==> src/include/bfl_cfg.svh <==
`ifndef BFL_CFG_SVH
`define BFL_CFG_SVH

// register byte offsets
`define BFL_ADDR_FADE_PAIR      8'h04
`define BFL_ADDR_BRIGHT_PEAK    8'h05
`define BFL_ADDR_BRIGHT_LOW     8'h06
`define BFL_ADDR_INDOOR_PEAK    8'h07
`define BFL_ADDR_INDOOR_LOW     8'h08
`define BFL_ADDR_NIGHT_PEAK     8'h09
`define BFL_ADDR_NIGHT_LOW      8'h0a
`define BFL_ADDR_LIVE_SINK      8'h0b

// field positions
`define BFL_FADE_DOWN_MSB       7
`define BFL_FADE_DOWN_LSB       4
`define BFL_FADE_UP_MSB         3
`define BFL_FADE_UP_LSB         0
`define BFL_CODE_MSB            6

// reset values
`define BFL_RST_FADE_PAIR       8'h00
`define BFL_RST_CODE            7'h00

// fade timing: codes 1..10 step 0.3 s up to 3.0 s, then 0.5 s steps
`define BFL_FADE_STEP_SHORT_MS  300
`define BFL_FADE_STEP_LONG_MS   500
`define BFL_FADE_KNEE_CODE      4'ha
`define BFL_FADE_UNIT_MS        100
`define BFL_CLK_PERIOD_NS       10
`define BFL_CODE_STEPS          128
// one fade tick = one 0.1 s duration unit spread over the full code range
`define BFL_TICK_CYCLES         ((`BFL_FADE_UNIT_MS * 1000000) / `BFL_CLK_PERIOD_NS / `BFL_CODE_STEPS)
`define BFL_SHORT_UNITS         (`BFL_FADE_STEP_SHORT_MS / `BFL_FADE_UNIT_MS)
`define BFL_LONG_UNITS          (`BFL_FADE_STEP_LONG_MS / `BFL_FADE_UNIT_MS)

`endif

==> src/include/bfl_pkg.sv <==
package bfl_pkg;

  typedef enum logic [1:0] {
    BFL_LVL_BRIGHT = 2'b00,
    BFL_LVL_INDOOR = 2'b01,
    BFL_LVL_NIGHT  = 2'b10
  } bfl_level_type;

  typedef enum logic [1:0] {
    BFL_ST_HOLD = 2'b01,
    BFL_ST_RAMP = 2'b10
  } bfl_fade_state_type;

endpackage : bfl_pkg

==> src/hw/bfl_backlight_fade_level_regs.sv <==
`timescale 1ns/10ps
`default_nettype none
`include "bfl_cfg.svh"

module bfl_backlight_fade_level_regs
  import bfl_pkg::*;
#(
  parameter int unsigned TICK_CYCLES = `BFL_TICK_CYCLES
) (
  input  wire logic       ref_clk,
  input  wire logic       srst,
  input  wire logic [7:0] reg_addr,
  input  wire logic       reg_wr_en,
  input  wire logic [7:0] reg_wr_data,
  input  wire logic       reg_rd_en,
  output logic      [7:0] reg_rd_data,
  output logic            reg_rd_valid,
  input  wire logic       backlight_turn_on_bit,
  input  wire logic       backlight_dim_active,
  input  wire logic       automatic_level_follow,
  input  wire logic [1:0] host_level_select,
  input  wire logic       office_cmp_out,
  input  wire logic       dark_cmp_out,
  output logic      [1:0] ambient_level_select,
  output logic      [6:0] live_sink_code,
  output logic            fade_busy
);

  ////////////////////////////////////////////////////////////////////////////
  // duration of a fade code in 0.1 s units
  function automatic logic [5:0] fade_units(input logic [3:0] code);
    logic [5:0] units;
    if (code <= `BFL_FADE_KNEE_CODE) begin
      units = 6'(code * `BFL_SHORT_UNITS);
    end else begin
      units = 6'(`BFL_FADE_KNEE_CODE * `BFL_SHORT_UNITS + (code - `BFL_FADE_KNEE_CODE) * `BFL_LONG_UNITS);
    end
    return units;
  endfunction : fade_units

  ////////////////////////////////////////////////////////////////////////////
  // register file
  logic [7:0] fade_duration_pair_reg,     fade_duration_pair_next;
  logic [6:0] bright_level_peak_code_reg, bright_level_peak_code_next;
  logic [6:0] bright_level_low_code_reg,  bright_level_low_code_next;
  logic [6:0] indoor_level_peak_code_reg, indoor_level_peak_code_next;
  logic [6:0] indoor_level_low_code_reg,  indoor_level_low_code_next;
  logic [6:0] night_level_peak_code_reg,  night_level_peak_code_next;
  logic [6:0] night_level_low_code_reg,   night_level_low_code_next;
  logic [7:0] rd_data_reg,                rd_data_next;
  logic       rd_valid_reg;

  always_comb begin
    fade_duration_pair_next     = fade_duration_pair_reg;
    bright_level_peak_code_next = bright_level_peak_code_reg;
    bright_level_low_code_next  = bright_level_low_code_reg;
    indoor_level_peak_code_next = indoor_level_peak_code_reg;
    indoor_level_low_code_next  = indoor_level_low_code_reg;
    night_level_peak_code_next  = night_level_peak_code_reg;
    night_level_low_code_next   = night_level_low_code_reg;
    if (reg_wr_en) begin
      // bit seven is simply not stored for the code registers
      case (reg_addr)
        `BFL_ADDR_FADE_PAIR:   fade_duration_pair_next     = reg_wr_data;
        `BFL_ADDR_BRIGHT_PEAK: bright_level_peak_code_next = reg_wr_data[`BFL_CODE_MSB:0];
        `BFL_ADDR_BRIGHT_LOW:  bright_level_low_code_next  = reg_wr_data[`BFL_CODE_MSB:0];
        `BFL_ADDR_INDOOR_PEAK: indoor_level_peak_code_next = reg_wr_data[`BFL_CODE_MSB:0];
        `BFL_ADDR_INDOOR_LOW:  indoor_level_low_code_next  = reg_wr_data[`BFL_CODE_MSB:0];
        `BFL_ADDR_NIGHT_PEAK:  night_level_peak_code_next  = reg_wr_data[`BFL_CODE_MSB:0];
        `BFL_ADDR_NIGHT_LOW:   night_level_low_code_next   = reg_wr_data[`BFL_CODE_MSB:0];
        default: begin
        end
      endcase
    end
  end

  always_comb begin
    rd_data_next = rd_data_reg;
    if (reg_rd_en) begin
      case (reg_addr)
        `BFL_ADDR_FADE_PAIR:   rd_data_next = fade_duration_pair_reg;
        `BFL_ADDR_BRIGHT_PEAK: rd_data_next = {1'b0, bright_level_peak_code_reg};
        `BFL_ADDR_BRIGHT_LOW:  rd_data_next = {1'b0, bright_level_low_code_reg};
        `BFL_ADDR_INDOOR_PEAK: rd_data_next = {1'b0, indoor_level_peak_code_reg};
        `BFL_ADDR_INDOOR_LOW:  rd_data_next = {1'b0, indoor_level_low_code_reg};
        `BFL_ADDR_NIGHT_PEAK:  rd_data_next = {1'b0, night_level_peak_code_reg};
        `BFL_ADDR_NIGHT_LOW:   rd_data_next = {1'b0, night_level_low_code_reg};
        `BFL_ADDR_LIVE_SINK:   rd_data_next = {1'b0, live_sink_code};
        default:               rd_data_next = 8'h00;
      endcase
    end
  end

  always_ff @(posedge ref_clk) begin
    if (srst) begin
      fade_duration_pair_reg     <= `BFL_RST_FADE_PAIR;
      bright_level_peak_code_reg <= `BFL_RST_CODE;
      bright_level_low_code_reg  <= `BFL_RST_CODE;
      indoor_level_peak_code_reg <= `BFL_RST_CODE;
      indoor_level_low_code_reg  <= `BFL_RST_CODE;
      night_level_peak_code_reg  <= `BFL_RST_CODE;
      night_level_low_code_reg   <= `BFL_RST_CODE;
      rd_data_reg                <= 8'h00;
      rd_valid_reg               <= 1'b0;
    end else begin
      fade_duration_pair_reg     <= fade_duration_pair_next;
      bright_level_peak_code_reg <= bright_level_peak_code_next;
      bright_level_low_code_reg  <= bright_level_low_code_next;
      indoor_level_peak_code_reg <= indoor_level_peak_code_next;
      indoor_level_low_code_reg  <= indoor_level_low_code_next;
      night_level_peak_code_reg  <= night_level_peak_code_next;
      night_level_low_code_reg   <= night_level_low_code_next;
      rd_data_reg                <= rd_data_next;
      rd_valid_reg               <= reg_rd_en;
    end
  end

  assign reg_rd_data  = rd_data_reg;
  assign reg_rd_valid = rd_valid_reg;

  ////////////////////////////////////////////////////////////////////////////
  // level selection and target code
  logic [1:0] level_reg, level_next;
  logic [6:0] target_code;

  always_comb begin
    if (automatic_level_follow) begin
      // darker comparator wins when both have tripped
      if (dark_cmp_out) begin
        level_next = BFL_LVL_NIGHT;
      end else if (office_cmp_out) begin
        level_next = BFL_LVL_INDOOR;
      end else begin
        level_next = BFL_LVL_BRIGHT;
      end
    end else begin
      level_next = host_level_select;
    end
  end

  always_comb begin
    target_code = 7'h00;
    if (backlight_turn_on_bit) begin
      case (level_reg)
        BFL_LVL_INDOOR: target_code = backlight_dim_active ? indoor_level_low_code_reg : indoor_level_peak_code_reg;
        BFL_LVL_NIGHT:  target_code = backlight_dim_active ? night_level_low_code_reg : night_level_peak_code_reg;
        // code 11 is undefined and falls back to daylight
        default:        target_code = backlight_dim_active ? bright_level_low_code_reg : bright_level_peak_code_reg;
      endcase
    end
  end

  ////////////////////////////////////////////////////////////////////////////
  // fade engine: one code per (duration units) ticks, so a full-scale ramp takes the programmed time
  bfl_fade_state_type state_reg,     state_next;
  logic [16:0]        prescale_reg,  prescale_next;
  logic [5:0]         step_cnt_reg,  step_cnt_next;
  logic [6:0]         live_reg,      live_next;
  logic               tick;
  logic               rising;
  logic [3:0]         fade_code;
  logic [5:0]         fade_len;

  assign tick      = (prescale_reg == 17'(TICK_CYCLES - 1));
  assign rising    = (target_code > live_reg);
  assign fade_code = rising ? fade_duration_pair_reg[`BFL_FADE_UP_MSB:`BFL_FADE_UP_LSB]
                            : fade_duration_pair_reg[`BFL_FADE_DOWN_MSB:`BFL_FADE_DOWN_LSB];
  assign fade_len  = fade_units(fade_code);

  always_comb begin
    state_next    = state_reg;
    prescale_next = tick ? 17'h00000 : prescale_reg + 17'h00001;
    step_cnt_next = step_cnt_reg;
    live_next     = live_reg;
    case (state_reg)
      BFL_ST_HOLD: begin
        step_cnt_next = 6'h00;
        if (target_code != live_reg) begin
          if (fade_code == 4'h0) begin
            live_next = target_code;
          end else begin
            state_next = BFL_ST_RAMP;
          end
        end
      end
      BFL_ST_RAMP: begin
        if (target_code == live_reg) begin
          state_next = BFL_ST_HOLD;
        end else if (fade_code == 4'h0) begin
          // fade disabled mid-ramp: jump straight to the target
          live_next  = target_code;
          state_next = BFL_ST_HOLD;
        end else if (tick) begin
          if (step_cnt_reg + 6'h01 >= fade_len) begin
            step_cnt_next = 6'h00;
            live_next     = rising ? live_reg + 7'h01 : live_reg - 7'h01;
          end else begin
            step_cnt_next = step_cnt_reg + 6'h01;
          end
        end
      end
      default: begin
        state_next = BFL_ST_HOLD;
      end
    endcase
  end

  always_ff @(posedge ref_clk) begin
    if (srst) begin
      state_reg    <= BFL_ST_HOLD;
      prescale_reg <= 17'h00000;
      step_cnt_reg <= 6'h00;
      live_reg     <= `BFL_RST_CODE;
      level_reg    <= BFL_LVL_BRIGHT;
    end else begin
      state_reg    <= state_next;
      prescale_reg <= prescale_next;
      step_cnt_reg <= step_cnt_next;
      live_reg     <= live_next;
      level_reg    <= level_next;
    end
  end

  assign live_sink_code       = live_reg;
  assign ambient_level_select = level_reg;
  assign fade_busy            = (state_reg == BFL_ST_RAMP);

endmodule : bfl_backlight_fade_level_regs

`default_nettype wire

==> config.mk <==
export PLATFORM = sky130hd
export DESIGN_NAME = bfl_backlight_fade_level_regs
export DESIGN_NICKNAME = d
export VERILOG_FILES = /design/src/include/bfl_pkg.sv /design/src/hw/bfl_backlight_fade_level_regs.sv
export VERILOG_INCLUDE_DIRS = /design/src /design/src/include
export SDC_FILE = /design/constraint.sdc
export NUM_CORES = 1
export LEC_CHECK = 0
export ABC_AREA = 0
export ABC_CLOCK_PERIOD_IN_PS = 8050
export BUFFER_PORTS_ARGS = -buffer_cell sky130_fd_sc_hd__buf_2
export CELL_PAD_IN_SITES_DETAIL_PLACEMENT = 1
export CELL_PAD_IN_SITES_GLOBAL_PLACEMENT = 2
export CORE_ASPECT_RATIO = 0.8
export CORE_MARGIN = 2
export CORE_UTILIZATION = 38
export DETAILED_ROUTE_END_ITERATION = 7
export PLACE_DENSITY = 0.79
export SLEW_MARGIN = 10
export SYNTH_ARGS = -nofsm -noshare
export SYNTH_HDL_FRONTEND = slang
export SYNTH_SLANG_ARGS = --single-unit
export TNS_END_PERCENT = 20
==> constraint.sdc <==
create_clock -name ref_clk -period 8.05 [get_ports ref_clk]
set_clock_uncertainty 0.1 [all_clocks]
set_input_delay 0.805 -clock ref_clk [delete_from_list [all_inputs] [get_ports ref_clk]]
set_output_delay 0.805 -clock ref_clk [all_outputs]
set_load 0.1 [all_outputs]
# [Yosys cells after proc, flatten, opt, wreduce, memory -nomap -nowiden]
# Index checks and enable logic that the tools add are counted.
[word_totals] regBits=93 inputBits=27
[op_classes] n_eq_ne=24 n_mux=29 magnitude_cmp=3 addsub=6 n_reduce_logical=13 mul=2
[ops] cell="2-to-1 mux 7 bit" n=11
[ops] cell="one-hot mux 8 bit (8 select lines)" n=1
[ops] cell="== test 8 x 3 -> 1 bit, second input constant" n=4
[ops] cell="== test 8 x 4 -> 1 bit, second input constant" n=4
[ops] cell="2-to-1 mux 6 bit" n=5
[ops] cell="one-hot mux 7 bit (2 select lines)" n=2
[ops] cell="adder 17 x 1 -> 17 bit, second input constant" n=1
[ops] cell="== test 17 bit, second input constant" n=1
[ops] cell="AND reduction 2 bit" n=7
[ops] cell="2-to-1 mux 2 bit" n=6
[ops] cell="one-hot mux 6 bit (2 select lines)" n=1
[ops] cell="inequality test 2 bit, second input constant" n=5
[ops] cell="inequality test 3 x 1 -> 1 bit, second input constant" n=3
[ops] cell="adder 7 x 1 -> 7 bit, second input constant" n=1
[ops] cell="== test 7 bit" n=1
[ops] cell="greater-than comparator 7 bit" n=1
[ops] cell="inequality test 7 bit" n=1
[ops] cell="subtractor 7 x 1 -> 7 bit, second input constant" n=1
[ops] cell="adder 6 x 1 -> 6 bit, second input constant" n=1
[ops] cell="adder 6 bit, first input constant" n=1
[ops] cell=">= comparator 6 bit" n=1
[ops] cell="multiplier 4 x 2 -> 6 bit, second input constant" n=1
[ops] cell="multiplier 5 x 4 -> 6 bit, second input constant" n=1
[ops] cell="AND reduction 6 bit" n=1
[ops] cell="other kinds (13)" n=15

# [Depth between registers and ports, before layout]
# Gate-level depths: netlist of the first run.
[depth] depth_word=15 depth_mapped=28

# [Least setup slack after synthesis of the first run]
# Ideal clock, no wire load.
[synth_timing] kind="register -> register" from="register level_reg[0], in the netlist ambient_level_select[0]" to="register step_cnt_reg[2]" arrival_ns=6.678 required_ns=7.879 setup_time_ns=0.071 period_less_slack_ns=6.849 stages_incl_launch_ff=26 path_buffers=2 path_slack_ns=1.201 path_cell_list="dfxtp_1 -> inv_1 -> ha_1 -> clkbuf_1 -> a221oi_1 -> a211oi_1 -> ha_1 -> a21oi_1 -> a21oi_2 -> o21bai_2 -> buf_4 -> mux2_2 -> ha_1 -> a211oi_4 -> fa_1 -> ha_1 -> a21oi_1 -> xnor2_1 -> xnor2_1 -> a21o_1 -> ha_1 -> a21oi_1 -> o31ai_1 -> or2_2 -> or4b_1 -> a21oi_1"
[synth_between] elab_chain_cells=15
[synth_rtl] item="from (decl)" line_no="bfl_backlight_fade_level_regs.sv:123" source="logic [1:0] level_reg, level_next;"
[synth_rtl] item="from (signal assigned)" line_no="bfl_backlight_fade_level_regs.sv:220" source="level_reg <= level_next;"
[synth_rtl] item="== test 2 bit or == test 2 x 1 -> 1 bit (tied branches)" line_no="bfl_backlight_fade_level_regs.sv:144" source="case (level_reg)"
[synth_rtl] item="one-hot mux 7 bit (2 select lines) *" line_no="bfl_backlight_fade_level_regs.sv:144"
[synth_rtl] item="2-to-1 mux 7 bit *" line_no="bfl_backlight_fade_level_regs.sv:143" source="if (backlight_turn_on_bit) begin"
[synth_rtl] item="greater-than comparator 7 bit" line_no="bfl_backlight_fade_level_regs.sv:165" source="assign rising = (target_code > live_reg);"
[synth_rtl] item="2-to-1 mux 4 bit" line_no="bfl_backlight_fade_level_regs.sv:166" source="assign fade_code = rising ? fade_duration_pair_reg[`BFL_FADE_UP_MSB:`BFL_FADE_UP_LSB]"
[synth_rtl] item="subtractor 4 x 4 -> 5 bit (no line)"
[synth_rtl] item="multiplier 5 x 4 -> 6 bit (no line)"
[synth_rtl] item="adder 6 bit (no line)"
[synth_rtl] item="2-to-1 mux 6 bit" line_no="bfl_backlight_fade_level_regs.sv:33" source="if (code <= `BFL_FADE_KNEE_CODE) begin"
[synth_rtl] item=">= comparator 6 bit" line_no="bfl_backlight_fade_level_regs.sv:194" source="if (step_cnt_reg + 6'h01 >= fade_len) begin"
[synth_rtl] item="2-to-1 mux 6 bit" line_no="bfl_backlight_fade_level_regs.sv:194"
[synth_rtl] item="2-to-1 mux 6 bit" line_no="bfl_backlight_fade_level_regs.sv:193" source="end else if (tick) begin"
[synth_rtl] item="2-to-1 mux 6 bit" line_no="bfl_backlight_fade_level_regs.sv:189" source="end else if (fade_code == 4'h0) begin"
[synth_rtl] item="2-to-1 mux 6 bit" line_no="bfl_backlight_fade_level_regs.sv:187" source="if (target_code == live_reg) begin"
[synth_rtl] item="one-hot mux 6 bit (2 select lines)" line_no="bfl_backlight_fade_level_regs.sv:175" source="case (state_reg)"
[synth_rtl] item="to (signal assigned)" line_no="bfl_backlight_fade_level_regs.sv:218" source="step_cnt_reg <= step_cnt_next;"
[synth_rtl] item="to (decl)" line_no="bfl_backlight_fade_level_regs.sv:157" source="logic [5:0] step_cnt_reg, step_cnt_next;"
# Every way passes the cells marked *; elsewhere a longest branch is shown, timed or not. The select of a mux whose other input is x is not followed.
# A chain may end at the register's enable or synchronous reset.

# [Worst setup path in the final report of the first run]
[layout_timing] from="input port backlight_dim_active" to="register live_reg[4], in the netlist live_sink_code[4]"
[layout_between] elab_chain_cells=12
[layout_rtl] item="from (decl)" line_no="bfl_backlight_fade_level_regs.sv:19" source="input wire logic backlight_dim_active,"
[layout_rtl] item="2-to-1 mux 7 bit (on tied branches)" line_no="bfl_backlight_fade_level_regs.sv:148, bfl_backlight_fade_level_regs.sv:145, bfl_backlight_fade_level_regs.sv:146"
[layout_rtl] item="one-hot mux 7 bit (2 select lines) *" line_no="bfl_backlight_fade_level_regs.sv:144"
[layout_rtl] item="2-to-1 mux 7 bit *" line_no="bfl_backlight_fade_level_regs.sv:143"
[layout_rtl] item="greater-than comparator 7 bit" line_no="bfl_backlight_fade_level_regs.sv:165"
[layout_rtl] item="2-to-1 mux 4 bit" line_no="bfl_backlight_fade_level_regs.sv:166"
[layout_rtl] item="subtractor 4 x 4 -> 5 bit (no line)"
[layout_rtl] item="multiplier 5 x 4 -> 6 bit (no line)"
[layout_rtl] item="adder 6 bit (no line)"
[layout_rtl] item="2-to-1 mux 6 bit" line_no="bfl_backlight_fade_level_regs.sv:33"
[layout_rtl] item=">= comparator 6 bit" line_no="bfl_backlight_fade_level_regs.sv:194"
[layout_rtl] item="inequality test 3 x 1 -> 1 bit (no line)"
[layout_rtl] item="AND reduction 6 bit (no line)"
[layout_rtl] item="to (signal assigned)" line_no="bfl_backlight_fade_level_regs.sv:213" source="live_reg <= `BFL_RST_CODE;"
[layout_rtl] item="to (signal assigned)" line_no="bfl_backlight_fade_level_regs.sv:219" source="live_reg <= live_next;"
[layout_rtl] item="to (decl)" line_no="bfl_backlight_fade_level_regs.sv:158" source="logic [6:0] live_reg, live_next;"
# Marked as above.

==> summary.md, run 1 <==
| Metric | Value |
|---|---|
| Status | finished clean |
| Fmax | 142.3 MHz |
| Post-route ant nets | 0 |
| Final hold viol count | 0 |
| Post-DP HPWL | 12,010 µm |
| Max Cap Viol | 0 |
| CTS clk-pin slew, worst paths | 0.07 ns |
| Largest register FFs | 17 |
| Clock sinks | 93 |
| Leak | 2.906 nW |
| Htree depth | 3 |
| Final Max Tran Viols | 0 |
| Nets@finish | 710 |
| Die Wd | 140.9 µm |
| Clock Latency Late Sink | 0.36 ns |
| Total core area | 14,810 µm² |
| Synth warn | 0 |
| Yosys reg bits | 93 |
| Critical-path maximum fanout | 21 |
| Global route total overflow | 0 |
| Post-synth EDFFs | 0 |
| Area grow syn2layout | 11.24% |
| # rows | 40 |
| Worst-margin pin slew | 1.133 ns |
| Unrepaired setup endpoints after global routing | false |
| Filler instances | 1,718 |
| Die Y | 113.5 µm |
| CP bufs+invs | 3 |
| Yosys cell types | 66 |
| Startpoint Class | primary input |
| CP top delay family | compound AO/OA/AOI/OAI gates |
| Worst setup EP type | flop |
| CP max stage delay | 0.46 ns |
| All-layer global routing usage | 0.2113 |
| Vias post-DR | 4,596 |
| First-pass GRT wire length | 26,220 µm |
| Final Cycle Share | 0.8733 |
| Gate Count Post-Synth | 612 |
| WL/cell | 19.36 µm |
| Vias/cell | 5.498 |
| Final setup margin | 1.020 ns |
| CP dominant cell by count | ha_1 |
| Largest net degree at the start of global routing | 78 |
| Die area | 16,000 µm² |
| Placement Cell Area | 6046 µm² |
| Arr. time, crit path | 7.19 ns |
| Drt first pass iters | 5 |
| Ports | 46 |
| # setup viols final | 0 |
| DRC | 0 |
| CP max stage cell | a32o_1 |
| Dpl ws | 0.6918 ns |
| CP required | 8.21 ns |
| Setup TNS | 0 ns |
| Setup Buffers After CTS | 0 |
| Ys flop type | dfxtp_1 |
| Syn_nets | 680 |
| Detailed Route Iter0 Violations | 218 |
| Post-synth ARST share | 0 |
| PwrDens | 215.2 nW/µm² |
| Mean Syn Cell Area | 9.310 µm² |
| CTS Hold Bufs | 0 |
| Initial Utilization | 0.3846 |
| Post-Route WL | 16,190 µm |
| Max clock buf depth | 2 |
| CTS Buf Count | 9 |
| VDD IR max | 0.1180 mV |
| TritonCTS clock tree | built |
| Final Cell Area | 6339 µm² |
| GPL Wtd Cong | 0.8501 |
| Mapped cell area | 5698 µm² |
| Kind of critical path | primary input to flop |
| Initial antenna violation count | 0 |
| Most frequent cells in the layout | 93 x nor2_1, 93 x dfxtp_1, 72 x mux2i_1 |
| Crit path time final | 7.030 ns |
| Post-CTS Resized | 0 |
| Layout cell share with drive strength beyond 1 | 0.1716 |
| Antenna cells | 0 |
| Worst rel slew slack | 0.2439 |
| Vias in the first global route | 4,772 |
| Number of I/O port buffers | 45 |
| Root Driver | clkbuf_16 |
| Hold Crit Class | flop to flop |
| Seq/Total Area, Yosys | 0.3267 |
## layer usage
metal  GRT usage  vias up  part of all wire
met4     0.06067        0             0.016
met2      0.3431       73              0.46
met1      0.2908     2245              0.49
met3     0.03694       18             0.029
li1            -     2260                 -
met5           0        -                 0
## stage by stage
step                total power, W    util  instances  hold WS [ns]
finish                    0.001364  0.4279        836        0.3811
global route              0.001436  0.4279        836        0.4124
CTS                       0.001380  0.4279        836        0.3922
detailed placement       0.0009472  0.4081        820        0.3732
global placement         0.0009298  0.4081        820        0.3543
floorplan                0.0008501       -        612        0.3375
## cells in the mapped netlist, drive strengths merged, types with 3 or more instances
cell    number  area [µm²]
clkbuf      18       67.56
nand2       22       82.58
o21ai       10       50.04
nand2b       8       50.05
xor2        12       105.1
a221oi      12       105.1
a22o         6       52.55
inv         25       93.84
buf         11       68.82
mux4         3       67.56
fa           4       80.08
nand3       24       150.2
nor3         5       30.03
a21oi       25       128.9
dfxtp       93        1862
nor2        93       349.1
o21bai       3       26.27
or3          3       18.77
ha          37       462.9
mux2        23       262.8
nand4        3       25.02
mux2i       72       720.7
xnor2       19       166.4
nand3b       6       45.04
a21o         7       52.55
a22oi        6       45.04
nor2b        4       25.02
a211oi      20       167.7
and3         6       37.54
## layout make-up
cell class | instances | area [µm²] | area share
clock buffer | 9 | 225.2 | 0.03553
clock inverter | 7 | 67.56 | 0.01066
inverter | 25 | 93.84 | 0.01480
multi-input combinational | 465 | 3606 | 0.5689
sequential | 93 | 1862 | 0.2937
tap | 189 | 236.5 | 0.03731
timing repair buffer | 48 | 247.7 | 0.03908
## worst paths after layout
| path | start | endpoint | slack, ns | cells after the start |
|---|---|---|---|---|
| worst max-delay path | backlight_dim_active | live_sink_code[4]$_SDFFE_PP0P_ | 1.02 | 26 |
| worst min-delay path | prescale_reg[0]$_SDFF_PP0_ | prescale_reg[0]$_SDFF_PP0_ | 0.38 | 1 |
| worst min register to register | prescale_reg[0]$_SDFF_PP0_ | prescale_reg[0]$_SDFF_PP0_ | 0.38 | 1 |
| worst max register to register | ambient_level_select[0]$_SDFF_PP0_ | live_sink_code[4]$_SDFFE_PP0P_ | 1.25 | 26 |
## cell families after synthesis
logic type      synth area share
xor+xnor                 0.04765
fa+ha+maj                0.09530
simple gates              0.1629
mux                       0.1845
flops                     0.3267
compound gates            0.1425
buf+inv                  0.04040
## power by group
group	switching, W	internal [W]	total [W]
registers	0.0000209	0.000473	0.000494
clock network	0.000213	0.000218	0.000431
logic	0.000287	0.000153	0.000439
(Power assumes the default switching activity.)
==> run 2: changes to the inputs <==
--- a/config.mk
+++ b/config.mk
@@ -12,10 +12,9 @@
 export CELL_PAD_IN_SITES_DETAIL_PLACEMENT = 1
 export CELL_PAD_IN_SITES_GLOBAL_PLACEMENT = 2
 export CORE_ASPECT_RATIO = 0.8
-export CORE_MARGIN = 2
 export CORE_UTILIZATION = 38
 export DETAILED_ROUTE_END_ITERATION = 7
-export PLACE_DENSITY = 0.79
+export PLACE_DENSITY = 0.86
 export SLEW_MARGIN = 10
 export SYNTH_ARGS = -nofsm -noshare
 export SYNTH_HDL_FRONTEND = slang
==> run 2 against run 1 <==
  * The flow now finishes with violations (DRC)
  * Die area down 3.2%
  * Design area down 0.20%
  * Non-clock buffer count unchanged
  * Worst hold slack worse by 0.0050 ns
  * Register-to-register slack worse by 0.10 ns
  * Sequential share of layout area up 0.058 points
  * Critical path depth unchanged
==> summary.md, run 2 (synthesis gave the netlist of run 1 again) <==
| Metric | Value |
|---|---|
| Crit path time final | 7.085 ns (+0.05546 ns) |
| Power share of the combinational group | 0.331 (+0.009) |
| CP max stage delay | 0.46 ns (about the same) |
| Post-route ant nets | 0 (unchanged) |
| TritonCTS clock tree | built |
| Initial Utilization | 0.3945 (+0.009862) |
| Nets@finish | 710 (unchanged) |
| Final hold viol count | 0 (unchanged) |
| Sequential fraction of design power | 0.365 (+0.003) |
| Final Cycle Share | 0.8802 (+0.006890) |
| Antenna cells | 0 (unchanged) |
| Multi-input gate area | 3606 µm² (unchanged) |
| R2R Setup Slk | 1.15 ns (-0.10 ns) |
| CP bufs+invs | 3 (unchanged) |
| Vias/cell | 5.628 (+2.4%) |
| Total core area | 14,440 µm² (-2.5%) |
| Max clock buf depth | 2 (unchanged) |
| Ports | 46 (unchanged) |
| Status | finished with violations |
| Hold wc startpoint | prescale_reg[0]$_SDFF_PP0_ |
| Critical-path maximum fanout | 21 (unchanged) |
| Drt first pass iters | 8 (+3) |
| DRC | 4 (+4) |
| Number of I/O port buffers | 45 (unchanged) |
| Reg2Reg Launch Point | ambient_level_select[0]$_SDFF_PP0_ |
| Switching Share | 0.3732 (-0.008509) |
| Arr. time, crit path | 7.24 ns (+0.05 ns) |
| Worst setup EP type | flop |
| # setup viols final | 0 (unchanged) |
| Worst r2r path cells | 26 (unchanged) |
| Max Cap Viol | 0 (unchanged) |
| GPL Wtd Cong | 0.8613 (+1.3%) |
| VDD IR max | 0.1272 mV (+7.8%) |
| Largest net degree at the start of global routing | 78 (unchanged) |
| CP dominant cell by count | ha_1 |
| WL/cell | 19.06 µm (-1.6%) |
| Setup Buffers After CTS | 0 (unchanged) |
| P_sw | 0.0005058 W (-2.9%) |
| Crit Reg-Reg Endpoint | live_sink_code[3]$_SDFFE_PP0P_ |
| Vias post-DR | 4,677 (+1.8%) |
| Largest register FFs | 17 (unchanged) |
| Post-CTS Resized | 0 (unchanged) |
| # rows | 39 (-2.5%) |
| Kind of critical path | primary input to flop |
| Layout cell share with drive strength beyond 1 | 0.1700 (-0.001546) |
| Register area | 1862 µm² (unchanged) |
| Worst-margin pin slew | 1.108 ns (-0.02448 ns) |
| Global route total overflow | 0 (unchanged) |
| Failing checks | DRC |
| Vias in the first global route | 5,006 (+4.9%) |
| CP top delay family | compound AO/OA/AOI/OAI gates |
| Post-Route WL | 15,840 µm (-2.2%) |
| First-pass GRT wire length | 26,500 µm (+1.1%) |
| Hold Crit Class | flop to flop |
| All-layer global routing usage | 0.2166 (+0.005262) |
| PwrDens | 214.2 nW/µm² (-0.47%) |
| CTS Buf Count | 9 (unchanged) |
| Final Max Tran Viols | 0 (unchanged) |
| Hold_ws | 0.3760 ns (-0.005004 ns) |
| Leak | 2.899 nW (-0.25%) |
| Area grow syn2layout | 11.02% |
| Unrepaired setup endpoints after global routing | false |
| CP required | 8.21 ns (about the same) |
| Filler instances | 1,690 (-1.6%) |
| Detailed Route Iter0 Violations | 328 (+50%) |
| Hold path depth | 1 (unchanged) |
| Die Wd | 138.9 µm (-1.4%) |
| Post-DP HPWL | 11,810 µm (-1.7%) |
| Initial antenna violation count | 0 (unchanged) |
| Worst Hold End | prescale_reg[0]$_SDFF_PP0_ |
| Startpoint Class | primary input |
| Setup TNS | 0 ns (unchanged) |
| Clock sinks | 93 (unchanged) |
| Htree depth | 3 (unchanged) |
| Int Pwr | 0.0008495 W (+0.70%) |
| Die area | 15,490 µm² (-3.2%) |
| Root Driver | clkbuf_16 |
| Fmax | 141.1 MHz (-0.78%) |
| Worst rel slew slack | 0.2603 (+0.01634) |
| CTS Hold Bufs | 0 (unchanged) |
| CTS clk-pin slew, worst paths | 0.07 ns (about the same) |
| Clk pwr share | 0.304 (-0.012) |
| Die Y | 111.5 µm (-1.8%) |
| Clock Latency Late Sink | 0.35 ns (about the same) |
| Most frequent cells in the layout | 93 x nor2_1, 93 x dfxtp_1, 72 x mux2i_1 |
| CP max stage cell | a32o_1 |
| Power, Total | 0.001355 W (-0.66%) |
-- run 2: cell types whose count changed in the layout (fill, tap and decap cells not counted) --
cell	previous run	this run
clkbuf_8	0	1
inv_6	0	1
inv_8	3	1
clkinvlp_4	1	2
clkbuf_1	0	1
clkinv_4	3	1
-- run 2: worst max-delay path by stage --
stage / start / end / slack [ns] / cells past startpoint
3_3_place_gp: backlight_dim_active / step_cnt_reg[2]$_SDFFE_PP0P_ / 0.93 / 26
4_1_cts: backlight_dim_active / live_sink_code[3]$_SDFFE_PP0P_ / 0.98 / 26
2_1_floorplan: ambient_level_select[0]$_SDFF_PP0_ / step_cnt_reg[2]$_SDFFE_PP0P_ / 1.20 / 25
6_report: backlight_dim_active / live_sink_code[3]$_SDFFE_PP0P_ / 0.96 / 26
3_5_place_dp: backlight_dim_active / live_sink_code[3]$_SDFFE_PP0P_ / 0.60 / 26
5_1_grt: backlight_dim_active / live_sink_code[0]$_SDFFE_PP0P_ / 0.51 / 26
-- run 2: per-stage QoR --
step,utilization,worst slack (ns),cell area (µm²),instances
after floorplan,-,1.201,5698,612
after global placement,0.4181,0.9268,6040,815
after detailed placement,0.4181,0.5985,6040,815
after CTS,0.4380,0.9779,6326,831
after global routing,0.4380,0.5089,6326,831
final,0.4380,0.9647,6326,831
-- run 2: worst register-to-register path: cells and delay by family, from the launching register on --
family	cells	cell delay, ns
AOI/OAI and AO/OA	10	2.81
xor gates and xnor gates	2	0.25
adders and majority gates	7	2.39
buffers and inverters	3	0.28
DFF	1	0.36
muxes	1	0.40
and+or+nand+nor	3	0.25
-- run 2: cell type report --
class | instances | area share
inverter | 25 | 0.01483
multi-input combinational | 465 | 0.5700
sequential | 93 | 0.2943
clock inverter | 5 | 0.006922
tap | 184 | 0.03639
clock buffer | 11 | 0.03837
timing repair buffer | 48 | 0.03916
-- run 2: power groups by stage --
| stage | Sequential, W | Clock [W] | Combinational (W) |
|---|---|---|---|
| after detailed placement | 0.000505 | 0 | 0.000444 |
| after global routing | 0.000496 | 0.000442 | 0.000487 |
| after global placement | 0.000505 | 0 | 0.000428 |
| after floorplan | 0.000574 | 0 | 0.000276 |
| final | 0.000494 | 0.000413 | 0.000449 |
| after CTS | 0.000494 | 0.000425 | 0.000448 |
-- run 2: metal layers --
| layer | global-route usage | wire (µm) | up-vias |
|---|---|---|---|
| li1 | - | - | 2254 |
| met1 | 0.2995 | 7662 | 2306 |
| met2 | 0.3498 | 7323 | 102 |
| met3 | 0.03742 | 669 | 15 |
| met4 | 0.05333 | 184 | 0 |
| met5 | 0 | 0 | - |
